[src/design/pisc_pkg.sv]
// Package of constants and types for the package idle state controller
package pisc_pkg;
   localparam int clk_mhz = 50;
   localparam int freq_settle_ns = 2000;
   localparam logic [15:0] freq_settle_cycles =
      16'((freq_settle_ns * clk_mhz + 999) / 1000);
   localparam logic [3:0] addr_ctrl = 4'h0;
   localparam logic [3:0] addr_state = 4'h1;
   localparam logic [3:0] addr_card_flag = 4'h2;
   localparam logic [3:0] addr_host_flag = 4'h3;
   localparam logic [3:0] addr_wake_timer = 4'h4;
   localparam logic [3:0] addr_irq_status = 4'h5;
   localparam logic [3:0] addr_irq_mask = 4'h6;
   localparam logic [3:0] addr_tsc_lo = 4'h7;
   localparam logic [3:0] addr_local_irq_ctrl_timer = 4'h8;
   localparam logic [3:0] addr_etc_lo = 4'h9;
   localparam logic [3:0] addr_freq = 4'ha;
   localparam int ctrl_light_bit = 0;
   localparam int ctrl_deep_bit = 1;
   localparam int ctrl_off_bit = 2;
   localparam int ctrl_wake_bit = 3;
   localparam int irq_freq_bit = 0;
   localparam int irq_timer_bit = 1;
   localparam int irq_pcie_bit = 2;
   localparam int irq_timeout_bit = 3;
   localparam logic [31:0] flag_reset = 32'h0;
   localparam logic [3:0] irq_mask_reset = 4'h0;
   localparam logic [31:0] unmapped_data = 32'h0;

   typedef enum logic [1:0] {
      pisc_active,
      pisc_light,
      pisc_deep,
      pisc_off
   } pisc_state_e;

   typedef struct packed {
      logic [3:0] addr;
      logic [31:0] wdata;
      logic wr;
      logic rd;
   } pisc_bus_s;
endpackage : pisc_pkg

[src/design/pisc_counter.sv]
// Freezable free counter with reset pulse
module pisc_counter
   import pisc_pkg::*;
(
   input wire logic clock, // System clock
   input wire logic nrst, // Async reset, active low
   input wire logic run, // Advance when high
   input wire logic clear, // Return to zero
   input wire logic load, // Software load
   input wire logic [31:0] load_val, // Load value
   output logic [31:0] count // Counter value
);
   always_ff @(posedge clock or negedge nrst) begin
      if (!nrst) begin
         count <= 32'h0;
      end else if (clear) begin
         count <= 32'h0;
      end else if (load) begin
         count <= load_val;
      end else if (run) begin
         count <= count + 32'h1;
      end
   end
endmodule : pisc_counter

[src/design/pisc_ctrl.sv]
// Package idle state controller top
//
// The register addresses and the strobed register port were decided locally.
module pisc_ctrl
   import pisc_pkg::*;
(
   input wire logic clock, // System clock
   input wire logic nrst, // Async reset, active low
   input wire logic [3:0] addr, // Register address
   input wire logic [31:0] wdata, // Write data
   input wire logic wr, // Write strobe
   input wire logic rd, // Read strobe
   output logic [31:0] rdata, // Read data, cycle after rd
   input wire logic pcie_traffic, // PCIe traffic arrives, async
   input wire logic host_deep_req, // Host asks deep idle, async
   input wire logic host_off_req, // Host asks off idle, async
   input wire logic host_wake, // Host wake request, async
   input wire logic freq_reached, // Core clock at target, async
   output logic [1:0] pkg_state, // Current package state
   output logic pcie_timeout, // Traffic refused while deep/off
   output logic core_state_lost, // Core and uncore state lost
   output logic irq // Interrupt, level
);
   pisc_bus_s bus;
   pisc_state_e state;
   logic [3:0] sync1;
   logic [3:0] sync2;
   logic pcie_s;
   logic deep_s;
   logic off_s;
   logic hwake_s;
   logic freq_s;
   logic [31:0] card_pm_state_flag;
   logic [31:0] host_pm_state_flag;
   logic [31:0] idle_wake_timer;
   logic [3:0] irq_status;
   logic [3:0] irq_mask;
   logic [3:0] irq_set;
   logic [31:0] timestamp_counter;
   logic [31:0] local_irq_ctrl_timer;
   logic [31:0] elapsed_time_counter;
   logic freq_wait;
   logic [15:0] settle;
   logic timer_expired;
   logic idle;
   logic clear_timers;
   logic light_req;
   logic [31:0] next_rdata;

   assign bus = '{addr: addr, wdata: wdata, wr: wr, rd: rd};

   // Two-stage synchronisers for external events
   always_ff @(posedge clock or negedge nrst) begin
      if (!nrst) begin
         sync1 <= 4'h0;
         sync2 <= 4'h0;
      end else begin
         sync1 <= {pcie_traffic, host_deep_req, host_off_req, host_wake};
         sync2 <= sync1;
      end
   end

   logic freq_m;
   logic freq_q;
   always_ff @(posedge clock or negedge nrst) begin
      if (!nrst) begin
         freq_m <= 1'b0;
         freq_q <= 1'b0;
      end else begin
         freq_m <= freq_reached;
         freq_q <= freq_m;
      end
   end

   assign pcie_s = sync2[3];
   assign deep_s = sync2[2];
   assign off_s = sync2[1];
   assign hwake_s = sync2[0];
   assign freq_s = freq_q;
   assign idle = (state != pisc_active);
   assign light_req = bus.wr && (bus.addr == addr_ctrl) &&
      bus.wdata[ctrl_light_bit];
   assign timer_expired = (state == pisc_light) &&
      (idle_wake_timer == 32'h1);

   // Package idle state machine
   always_ff @(posedge clock or negedge nrst) begin
      if (!nrst) begin
         state <= pisc_active;
      end else begin
         case (state)
            pisc_active: begin
               if (light_req) begin
                  state <= pisc_light;
               end else if (off_s) begin
                  state <= pisc_off;
               end
            end
            pisc_light: begin
               if (timer_expired || pcie_s || hwake_s) begin
                  state <= pisc_active;
               end else if (off_s) begin
                  state <= pisc_off;
               end else if (deep_s) begin
                  state <= pisc_deep;
               end
            end
            pisc_deep: begin
               if (hwake_s) begin
                  state <= pisc_active;
               end else if (off_s) begin
                  state <= pisc_off;
               end
            end
            pisc_off: begin
               if (hwake_s) begin
                  state <= pisc_active;
               end
            end
            default: begin
               state <= pisc_active;
            end
         endcase
      end
   end

   // Clear timers when entering off idle
   assign clear_timers = (state != pisc_off) && (
      ((state == pisc_light) && !(timer_expired || pcie_s || hwake_s) &&
       off_s) ||
      ((state == pisc_deep) && !hwake_s && off_s) ||
      ((state == pisc_active) && !light_req && off_s));

   // Wake timer counts down only in light idle
   always_ff @(posedge clock or negedge nrst) begin
      if (!nrst) begin
         idle_wake_timer <= 32'h0;
      end else if (bus.wr && bus.addr == addr_wake_timer) begin
         idle_wake_timer <= bus.wdata;
      end else if (state == pisc_light && idle_wake_timer != 32'h0) begin
         idle_wake_timer <= idle_wake_timer - 32'h1;
      end
   end

   // Frequency settle wait after light idle exit
   always_ff @(posedge clock or negedge nrst) begin
      if (!nrst) begin
         freq_wait <= 1'b0;
         settle <= 16'h0;
      end else if (state == pisc_light && !idle_next_light()) begin
         freq_wait <= 1'b1;
         settle <= freq_settle_cycles;
      end else if (freq_wait && freq_s && settle == 16'h0) begin
         freq_wait <= 1'b0;
      end else if (freq_wait && settle != 16'h0) begin
         settle <= settle - 16'h1;
      end
   end

   function automatic logic idle_next_light();
      idle_next_light = !(timer_expired || pcie_s || hwake_s ||
         off_s || deep_s);
   endfunction : idle_next_light

   pisc_counter u_tsc (
      .clock(clock),
      .nrst(nrst),
      .run(!idle),
      .clear(clear_timers),
      .load(bus.wr && bus.addr == addr_tsc_lo),
      .load_val(bus.wdata),
      .count(timestamp_counter)
   );

   pisc_counter u_local_irq_ctrl_timer (
      .clock(clock),
      .nrst(nrst),
      .run(!idle),
      .clear(clear_timers),
      .load(bus.wr && bus.addr == addr_local_irq_ctrl_timer),
      .load_val(bus.wdata),
      .count(local_irq_ctrl_timer)
   );

   pisc_counter u_etc (
      .clock(clock),
      .nrst(nrst),
      .run(1'b1),
      .clear(1'b0),
      .load(1'b0),
      .load_val(bus.wdata),
      .count(elapsed_time_counter)
   );

   // State flags, writable in every state
   always_ff @(posedge clock or negedge nrst) begin
      if (!nrst) begin
         card_pm_state_flag <= flag_reset;
         host_pm_state_flag <= flag_reset;
      end else begin
         if (bus.wr && bus.addr == addr_card_flag) begin
            card_pm_state_flag <= bus.wdata;
         end
         if (bus.wr && bus.addr == addr_host_flag) begin
            host_pm_state_flag <= bus.wdata;
         end
      end
   end

   // Interrupt events; set wins over clear
   always_comb begin
      irq_set = 4'h0;
      irq_set[irq_freq_bit] = freq_wait && freq_s && settle == 16'h0;
      irq_set[irq_timer_bit] = timer_expired;
      irq_set[irq_pcie_bit] = pcie_s && state == pisc_light;
      irq_set[irq_timeout_bit] = pcie_s &&
         (state == pisc_deep || state == pisc_off);
   end

   always_ff @(posedge clock or negedge nrst) begin
      if (!nrst) begin
         irq_status <= 4'h0;
      end else if (bus.wr && bus.addr == addr_irq_status) begin
         irq_status <= (irq_status & ~bus.wdata[3:0]) | irq_set;
      end else begin
         irq_status <= irq_status | irq_set;
      end
   end

   always_ff @(posedge clock or negedge nrst) begin
      if (!nrst) begin
         irq_mask <= irq_mask_reset;
      end else if (bus.wr && bus.addr == addr_irq_mask) begin
         irq_mask <= bus.wdata[3:0];
      end
   end

   // Read mux
   always_comb begin
      case (bus.addr)
         addr_state: next_rdata = {30'h0, state};
         addr_card_flag: next_rdata = card_pm_state_flag;
         addr_host_flag: next_rdata = host_pm_state_flag;
         addr_wake_timer: next_rdata = idle_wake_timer;
         addr_irq_status: next_rdata = {28'h0, irq_status};
         addr_irq_mask: next_rdata = {28'h0, irq_mask};
         addr_tsc_lo: next_rdata = timestamp_counter;
         addr_local_irq_ctrl_timer: next_rdata = local_irq_ctrl_timer;
         addr_etc_lo: next_rdata = elapsed_time_counter;
         addr_freq: next_rdata = {31'h0, freq_wait};
         default: next_rdata = unmapped_data;
      endcase
   end

   always_ff @(posedge clock or negedge nrst) begin
      if (!nrst) begin
         rdata <= 32'h0;
      end else if (bus.rd) begin
         rdata <= next_rdata;
      end else begin
         rdata <= 32'h0;
      end
   end

   // Registered outputs
   always_ff @(posedge clock or negedge nrst) begin
      if (!nrst) begin
         pkg_state <= 2'h0;
         pcie_timeout <= 1'b0;
         core_state_lost <= 1'b0;
         irq <= 1'b0;
      end else begin
         pkg_state <= state;
         pcie_timeout <= irq_set[irq_timeout_bit];
         core_state_lost <= (state == pisc_off);
         irq <= |(irq_status & irq_mask);
      end
   end

   light_stop_a: assert property (@(posedge clock) disable iff (!nrst)
      state != pisc_active && !clear_timers &&
      !(bus.wr && bus.addr == addr_local_irq_ctrl_timer) |=>
      local_irq_ctrl_timer == $past(local_irq_ctrl_timer))
      else $error("local timer advanced while idle");
   tsc_freeze_a: assert property (@(posedge clock) disable iff (!nrst)
      (state == pisc_light || state == pisc_deep) && !clear_timers &&
      !(bus.wr && bus.addr == addr_tsc_lo)
      |=> timestamp_counter == $past(timestamp_counter))
      else $error("timestamp moved while idle");
   timer_exit_a: assert property (@(posedge clock) disable iff (!nrst)
      timer_expired |=> state == pisc_active)
      else $error("wake timer did not exit light idle");
   pcie_light_a: assert property (@(posedge clock) disable iff (!nrst)
      state == pisc_light && pcie_s |=> state == pisc_active)
      else $error("traffic did not wake light idle");
   pcie_deep_a: assert property (@(posedge clock) disable iff (!nrst)
      state == pisc_deep && pcie_s && !hwake_s |=> state != pisc_active)
      else $error("traffic woke deep idle");
   no_auto_deep_a: assert property (@(posedge clock) disable iff (!nrst)
      state == pisc_light && !deep_s && !off_s |=>
      state inside {pisc_light, pisc_active})
      else $error("light idle deepened on its own");
   off_reset_a: assert property (@(posedge clock) disable iff (!nrst)
      clear_timers |=> timestamp_counter == 32'h0)
      else $error("timestamp not reset for off idle");
   freq_irq_a: assert property (@(posedge clock) disable iff (!nrst)
      irq_set[irq_freq_bit] |=> irq_status[irq_freq_bit])
      else $error("frequency interrupt lost");
   etc_runs_a: assert property (@(posedge clock) disable iff (!nrst)
      nrst |=> elapsed_time_counter == $past(elapsed_time_counter)
      + 32'h1)
      else $error("elapsed counter stalled");
   flag_write_a: assert property (@(posedge clock) disable iff (!nrst)
      bus.wr && bus.addr == addr_host_flag |=>
      host_pm_state_flag == $past(bus.wdata))
      else $error("host flag write lost");

   light_wake_c: cover property (@(posedge clock) disable iff (!nrst)
      state == pisc_light ##1 state == pisc_active);
   deep_c: cover property (@(posedge clock) disable iff (!nrst)
      state == pisc_deep);
   off_c: cover property (@(posedge clock) disable iff (!nrst)
      state == pisc_off ##1 state == pisc_active);
endmodule : pisc_ctrl

[config.mk]
export PLATFORM = sky130hd
export DESIGN_NAME = pisc_ctrl
export DESIGN_NICKNAME = d
export VERILOG_FILES = /design/src/design/pisc_pkg.sv /design/src/design/pisc_counter.sv /design/src/design/pisc_ctrl.sv
export SDC_FILE = /design/constraint.sdc
export NUM_CORES = 1
export LEC_CHECK = 0
export BUFFER_PORTS_ARGS = -buffer_cell sky130_fd_sc_hd__buf_2
export CAP_MARGIN = 20
export CELL_PAD_IN_SITES_DETAIL_PLACEMENT = 1
export CELL_PAD_IN_SITES_GLOBAL_PLACEMENT = 1
export CORE_MARGIN = 3
export CORE_UTILIZATION = 35
export DETAILED_ROUTE_END_ITERATION = 6
export PLACE_DENSITY_LB_ADDON = 0.3
export SLEW_MARGIN = 15
export SYNTH_ARGS = -nofsm -noshare
export SYNTH_HDL_FRONTEND = slang
export SYNTH_SLANG_ARGS = --single-unit
[constraint.sdc]
create_clock -name clock -period 2.3 [get_ports clock]
set_input_delay 0.575 -clock clock [delete_from_list [all_inputs] [get_ports clock]]
set_output_delay 0.575 -clock clock [all_outputs]
set_load 0.005 [all_outputs]
# Word-level counts from Yosys, hierarchy flattened
# Index checks and enable logic that the tools add are counted.
# W data, S select, Z words.
# totals
register_bits,266
inputBits,45
out_inout_bits,37
word_cells,120
# op_classes
n_addsub,5
eq_ne,20
n_mux,24
bitwise,5
reduce_logical,46
# ops
op,n
$pmux W32 S10,1
$mux W32,9
$add A32 B1 Y32 const B,3
$mux W16,3
$eq A32 B1 Y1 const B,1
$reduce_bool A32 Y1,1
$sub A32 B1 Y32 const B,1
$logic_and A1 B1 Y1,24
$eq A4 B3 Y1 const B,4
$logic_not A16 Y1,1
$reduce_bool A16 Y1,1
$sub A16 B1 Y16 const B,1
$mux W2,7
$eq A4 B4 Y1 const B,3
$and A4 B4 Y4,2
$eq A4 B2 Y1 const B,2
$or A4 B4 Y4,2
$pmux W2 S4,1
$reduce_bool A2 Y1,4
$logic_or A1 B1 Y1,7
$ne A3 B1 Y1 const B,2
$eq A2 B2 Y1 const B,2
$eq A4 B1 Y1 const B,1
$logic_not A4 Y1,1
11 further kinds,16

# Depth between registers and ports, before layout
# Gate-level depths: netlist of run 1.
# depth
word_depth,11
mapped_depth,9
mapped_depth_nobuf,7

# By module
# A second synthesis of run 1 with hierarchy kept.
# hier_totals
hier_cells,1430
hier_area_um2,14217.4
# by_module_without_submodules
module,n_inst,cells_each,area_per_inst_um2,seq_area_each_um2
pisc_ctrl,1,707,7982.7,4254.1
pisc_counter,3,241,2078.2,800.8

# Least setup slack after synthesis of run 1
# Ideal clock, no wire load.
# synth_timing
path_type,register -> register
from,register settle[0]
to,register settle[9]
setup_time_ps,118
arrival_ps,2206
required_time_ps,2182
setup_slack_ps,-24
stages_incl_launch_ff,10
path_buffers,2
synth_period_minus_slack_ps,2324
path_cell_list,dfrtp_1 > inv_1 > ha_1 > or4b_1 > or4_1 > clkbuf_1 > clkbuf_1 > nand3b_1 > xor2_1 > nor2_1
# synth_via
elab_chain_len,4
elab_cells_between_ends,11
cone_classes,1 x add/sub; 1 x eq/ne; 3 x mux; 6 x reduce/logical
# synth_rtl
element,line_no,source
start: declaration,pisc_ctrl.sv:43,logic [15:0] settle;
start signal: assignment,pisc_ctrl.sv:152,settle <= freq_settle_cycles;
start signal: assignment,pisc_ctrl.sv:156,settle <= settle - 16'h1;
$sub A16 B1 Y16 (tied with other cells),pisc_ctrl.sv:156,
$mux W16 (tied with other cells),pisc_ctrl.sv:155,end else if (freq_wait && settle != 16'h0) begin
$mux W16 (tied with other cells),pisc_ctrl.sv:153,end else if (freq_wait && freq_s && settle == 16'h0) begin
$mux W16 or $reduce_and A2 Y1 (tied branches),n/a,
# Several ways; a longest one is shown, not always the timed one. The select of a mux whose other input is x is not followed.
# A chain may end at the register's enable or synchronous reset.

# Worst setup path in the final report of run 1
# layout_timing
from,register idle_wake_timer[27]
to,register state[0]
# layout_via
elab_chain_len,6
elab_cells_between_ends,8
cone_classes,2 x eq/ne; 2 x mux; 4 x reduce/logical
# layout_rtl
element,line_no,source
start: declaration,pisc_ctrl.sv:35,logic [31:0] idle_wake_timer;
start signal: assignment,pisc_ctrl.sv:139,idle_wake_timer <= bus.wdata;
start signal: assignment,pisc_ctrl.sv:141,idle_wake_timer <= idle_wake_timer - 32'h1;
$eq A32 B1 Y1 *,pisc_ctrl.sv:84,(idle_wake_timer == 32'h1);
$logic_and A1 B1 Y1 *,pisc_ctrl.sv:83,assign timer_expired = (state == pisc_light) &&
$logic_or A1 B1 Y1 * (2 in series),pisc_ctrl.sv:100,if (timer_expired || pcie_s || hwake_s) begin
$mux W2 or $ne A4 B3 Y1 (tied branches),n/a,
$pmux W2 S4 or $reduce_and A2 Y1 (tied branches),n/a,
end signal: assignment,pisc_ctrl.sv:94,state <= pisc_light;
end signal: assignment,pisc_ctrl.sv:101,state <= pisc_active;
end signal: assignment,pisc_ctrl.sv:103,state <= pisc_off;
end: declaration,pisc_ctrl.sv:25,pisc_state_e state;
# Mark *: on every way between the ends. The rest lies on a longest branch, timed or not.

==> qor.yml, run 1 <==
status: "finished clean"
synthToLayoutAreaGrowth_pct: 23.5
worst_pin_slew_ns: 0.508
grt_pass1_wl_um: 72600
finalHoldViolations: 0
fin_area_um2: 16600
internal_power_mw: 9.96
cts_tree: "done"
routed_via_density: 5.80
finalWirelength_um: 46500
syn-cell-area_um2: 13400
final_cell_mix: "dfrtp_1, nor2_1, a22oi_1"
die_w_um: 202
synthDistinctLibCells: 67
final.setup.tns_ns: 0
start_kind: "register"
grt_pass1_vias: 12100
switching_share_pct: 30.8
htreeDepth: 1
relSlewSlack_pct: 65.8
clockBufferDepth: 3
max_freq_mhz: 453
seq_power_share_pct: 43.5
drt_iter0_drc: 637
peakVddDrop_mv: 0.496
ant_nets: 0
die_h_um: 202
core_area_um2: 37800
groute.usage.overall_pct: 22.6
synth_seq_area_share_pct: 49.6
share_comb_of_total_power_pct: 21.7
yosysTopAreaCellShare_pct: 49.6
cts_root_buffer: "clkbuf_16"
clock-skew-final_ns: 0.0100
cts_buffers: 31
r2r_cells: 7
ios: 82
diodes: 0
fillers: 4119
power.switching_mw: 4.43
synth_top_flop_cell: "dfrtp_1"
via_count: 11500
worstPathArrival_ns: 2.64
port_buffers: 81
rsz0062_at_grt: "yes"
end_kind: "register"
drive_above_1_share_pct: 24.9
min_path_cells: 1
maxCapViolCount: 0
drc: 0
yosys_warnings: 0
cp_data_required_time_ns: 2.73
path_class: "reg -> reg"
antenna_found_initial: 0
clkLatencyLatePin_ns: 0.56
cp_max_fo: 5
async_flop_share_pct: 100
synth_edf_count: 0
synth.largest_area_cell: "dfrtp_1"
placed_cells: 1906
synth.net_count: 1347
dpl_cell_area_um2: 15300
initial_utilization_pct: 35.5
synthCells: 1295
rows: 71
finalCritPeriodShare_pct: 96.0
synth.area.top_cells: "dfrtp_1, mux2_2, a22oi_1"
first_pass_iters: 5
clk_pin_slew_worst_paths_ns: 0.06
gp_congestion: 0.881
final_cells: 1977
grt_remaining_overflow: 0
fin_total_pwr_mw: 14.4
period_needed_ns: 2.21
p_leak_nw: 6.89
hpwl_um: 32500
final_nets: 1495
ys_ff_latch: 266
die_area_um2: 40700
final_util_pct: 43.9
clock-sinks: 266
postSynthAreaPerCell_um2: 10.4
wl_per_cell_um: 23.5
grt_max_degree: 65
drv_slew: 0
final_common_cell: "dfrtp_1"
p_clk_share_pct: 34.8
setup_viol: 0
power_density_nw_per_um2: 869
hold_class: "in -> reg"
[metrics by stage]
step	worst slack [ns]	hold slack [ns]
5_1_grt	-0.0258	0.0985
3_3_place_gp	0.000556	0.336
6_report	0.0921	0.120
3_5_place_dp	-0.0807	0.337
4_1_cts	0.00175	0.0859
2_1_floorplan	0.0114	0.279
[worst max-delay path, cell delays in order, from the launching register on]
cell and delay [ns]:
dfrtp_1 0.47, nor4_4 0.38, buf_4 0.17, nand2_2 0.06
or4_4 0.54, buf_4 0.18, a31oi_4 0.17, o221ai_2 0.11
[registers in the layout, indices dropped and copies added, names as in the netlist]
signal and flops:
pcie_timeout 1, irq 1, sync1 4, core_state_lost 1
card_pm_state_flag 32, freq_q 1, state 2, settle 16
sync2 4, irq_status 4, irq_mask 4, u_tsc.count 32
freq_m 1, freq_wait 1, rdata 32, u_local_irq_ctrl_timer.count 32
host_pm_state_flag 32, pkg_state 2, u_etc.count 32, idle_wake_timer 32
[synth_stat cells (all sizes together) (3+ instances only)]
cell	n
dfrtp	266
nor2	131
a22oi	94
clkbuf	77
nand2	77
mux2	70
xor2	65
a211oi	64
nand3	60
a31oi	53
xnor2	43
nand4	42
or4	24
and3	18
inv	16
nor3	16
and4	14
nor4	14
o31ai	13
or3	13
nor2b	12
o21ai	12
buf	11
and2	7
ha	7
nand3b	7
o211ai	7
nand2b	6
a21oi	5
nor4b	5
a22o	4
mux2i	4
nand4b	4
a222oi	3
nor3b	3
or2	3
[per-layer routing]
metal / track usage [%] / vias up / share of wire [%]
li1: - / 5123 / -
met1: 30.9 / 5932 / 45
met2: 36.4 / 316 / 47
met3: 3.49 / 98 / 5.1
met4: 8.55 / 0 / 3.7
met5: 0 / - / 0
[power groups by stage]
stage	Combinational, mW	Clock, mW	Sequential [mW]
3_3_place_gp	2.88	0	6.24
5_1_grt	3.43	5.34	6.36
6_report	3.13	5.01	6.26
4_1_cts	3.03	5.13	6.22
2_1_floorplan	1.75	0	6.08
3_5_place_dp	3.00	0	6.29
[repair_timing]
item | in CTS | in global routing
hold endpoints to repair | 45 | 0
gates resized for setup | 5 | 22
pin swaps | 9 | 10
buffers inserted | 3 | 11
setup endpoints to repair | 7 | 100
hold buffers | 1 | 0
[path summary, 6_finish.rpt]
kind | startpoint | end | slack, ns
max reg2reg | idle_wake_timer[27]$_DFFE_PN0P_ | state[0]$_DFFE_PN0P_ | 0.09
max | idle_wake_timer[27]$_DFFE_PN0P_ | state[0]$_DFFE_PN0P_ | 0.09
min reg2reg | sync1[0]$_DFF_PN0_ | sync2[0]$_DFF_PN0_ | 0.34
min | host_off_req | sync1[1]$_DFF_PN0_ | 0.12
max in group asynchronous | nrst | idle_wake_timer[14]$_DFFE_PN0P_ | 1.04
min in group asynchronous | nrst | u_etc.count[8]$_DFF_PN0_ | 0.54
[cell families after synthesis]
kind of cell / after synthesis / synth area share [%]
buf+inv: 104 / 3.03
flops: 266 / 49.6
xor+xnor: 108 / 7.05
fa+ha+maj: 7 / 0.653
mux: 74 / 6.18
simple gates: 466 / 18.9
compound gates: 270 / 14.6
[cell type report]
cell class	instances	area (um2)	area share (%)
sequential	266	6660	40.2
multi-input combinational	925	6510	39.3
timing repair buffer	203	1670	10.1
clock buffer	48	910	5.49
tap	511	639	3.86
clock inverter	8	121	0.733
inverter	16	60.1	0.363
Note: power is estimated with default switching activity, not from simulation.
==> inputs of run 2 (changes only) <==
clock period = 1.9 ns   (was 2.3 ns; I/O delays follow)
==> run 2 against run 1 <==
  * The flow now finishes with violations (negative setup slack)
  * Setup slack worse by 0.45 ns
  * Critical path type unchanged
  * First-iteration DRC count up 31%
  * Routed wire length up 13%
==> qor.yml, run 2 (synthesis results as in run 1) <==
die_w_um: 202  # unchanged
port_buffers: 81  # unchanged
die_h_um: 202  # unchanged
grt_max_degree: 65  # unchanged
final_nets: 1645  # +10%
finalWirelength_um: 52600  # +13%
initial_utilization_pct: 35.5  # unchanged
cp_max_fo: 7  # +2
relSlewSlack_pct: 64.1  # -1.8 points
finalCritPeriodShare_pct: 119  # +23 points
synthToLayoutAreaGrowth_pct: 38.9
hold_class: "in -> reg"
grt_pass1_vias: 13100  # +8.0%
cts_tree: "done"
gp_congestion: 0.866  # -1.6%
drive_above_1_share_pct: 38.2  # +13 points
clock-sinks: 266  # unchanged
cts_root_buffer: "clkbuf_16"
worstSetupStartpoint: "idle_wake_timer[13]$_DFFE_PN0P_"
die_area_um2: 40700  # unchanged
setup_viol: 117  # +117
worst_pin_slew_ns: 0.537  # +0.0289 ns
timing.rr.start: "idle_wake_timer[13]$_DFFE_PN0P_"
violations: "negative setup slack"
final_common_cell: "dfrtp_1"
dpl_cell_area_um2: 16300  # +6.9%
end_kind: "register"
drv_slew: 0  # unchanged
grt_remaining_overflow: 0  # unchanged
peakVddDrop_mv: 0.545  # +9.7%
path_class: "reg -> reg"
hold_ws_ns: 0.209  # +0.0892 ns
routed_via_density: 5.82  # +0.40%
ant_nets: 0  # unchanged
fin_area_um2: 18600  # +12%
antenna_found_initial: 1  # +1
cp_data_required_time_ns: 2.39  # -0.34 ns
power_density_nw_per_um2: 1020  # +18%
via_count: 12400  # +8.1%
clk_pin_slew_worst_paths_ns: 0.06  # about the same
hpwl_um: 35000  # +7.7%
worst_slack_ns: -0.358  # -0.450 ns
htreeDepth: 1  # unchanged
ios: 82  # unchanged
maxCapViolCount: 0  # unchanged
first_pass_iters: 5  # unchanged
wl_per_cell_um: 24.7  # +5.1%
final_cell_mix: "dfrtp_1, buf_4, nor2_1"
max_freq_mhz: 443  # -2.2%
diodes: 0  # unchanged
period_needed_ns: 2.26  # +0.0498 ns
cts_buffers: 31  # unchanged
drt_iter0_drc: 832  # +31%
clock-skew-final_ns: 0.0135  # +0.00354 ns
drc: 0  # unchanged
clockBufferDepth: 3  # unchanged
grt_pass1_wl_um: 78300  # +7.9%
status: "complete, but fails checks"
rows: 71  # unchanged
fillers: 4058  # -1.5%
hp-start: "wdata[24]"
core_area_um2: 37800  # unchanged
fin_total_pwr_mw: 19.0  # +32%
rsz0062_at_grt: "yes"
final.setup.tns_ns: -31.95  # -31.95 ns
finalHoldViolations: 0  # unchanged
p_leak_nw: 7.95  # +15%
start_kind: "register"
groute.usage.overall_pct: 24.5  # +2.0 points
worstPathArrival_ns: 2.75  # +0.11 ns
clkLatencyLatePin_ns: 0.58  # +0.02 ns
-- run 2: layout make-up --
| type | instances | area [um2] | share of cell area [%] |
|---|---|---|---|
| Timing Repair Buffer | 352 | 3090 | 16.6 |
| Tap cell | 511 | 639 | 3.43 |
| Multi-Input combinational cell | 926 | 7170 | 38.5 |
| Clock buffer | 43 | 871 | 4.68 |
| Clock inverter | 14 | 140 | 0.752 |
| Sequential cell | 266 | 6660 | 35.7 |
| Inverter | 16 | 60.1 | 0.322 |
-- run 2: timing repair --
item,4_1_cts,5_1_grt
endpoints found under the setup margin,116,117
hold endpoints to repair,34,0
resized for setup,129,57
buffers inserted,19,12
hold buffers,6,0
cloned,2,9
pin swaps,43,22
-- run 2: per-stage QoR --
stage          util, %  std cells  setup WS (ns)
2_1_floorplan        -       1295         -0.334
3_3_place_gp      43.3       2029         -0.322
3_5_place_dp      43.3       2029         -0.360
4_1_cts           48.0       2112         -0.297
5_1_grt           49.3       2128         -0.457
6_report          49.3       2128         -0.358
-- run 2: where the power goes --
group | switching [mW] | leakage, nW | total [mW] | internal (mW)
Sequential | 0.805 | 3.41 | 7.43 | 6.63
Combinational | 2.89 | 4.05 | 5.57 | 2.68
Clock | 2.56 | 0.496 | 6.03 | 3.47
Total | 6.26 | 7.95 | 19.0 | 12.8
-- run 2: critical path, stage by stage, from the launching register on --
cell and delay [ns]:
dfrtp_1 0.42, nor4_4 0.39, nand4b_4 0.19, buf_8 0.19, nor4_4 0.36, buf_4 0.20, o21ai_4 0.09, buf_6 0.17
a211oi_2 0.17
-- run 2: worst paths after layout --
path,cells past startpoint,endpoint,slack (ns)
worst max-delay path,8,u_tsc.count[4]$_DFFE_PN0P_,-0.36
max in group asynchronous,3,idle_wake_timer[26]$_DFFE_PN0P_,0.88
worst min register to register,0,sync2[3]$_DFF_PN0_,0.35
worst max register to register,8,u_tsc.count[4]$_DFFE_PN0P_,-0.36
worst min-delay path,3,idle_wake_timer[24]$_DFFE_PN0P_,0.21
min in group asynchronous,2,u_etc.count[15]$_DFF_PN0_,0.37
-- run 2: layer usage --
metal	routed length (um)	part of all wire [%]	global-route usage, %	vias to the layer above
met1	23000	44	33.6	6484
met2	25100	48	40.7	384
met5	0	0	0	-
met3	2980	5.7	3.59	100
met4	1520	2.9	7.20	0
li1	-	-	-	5426
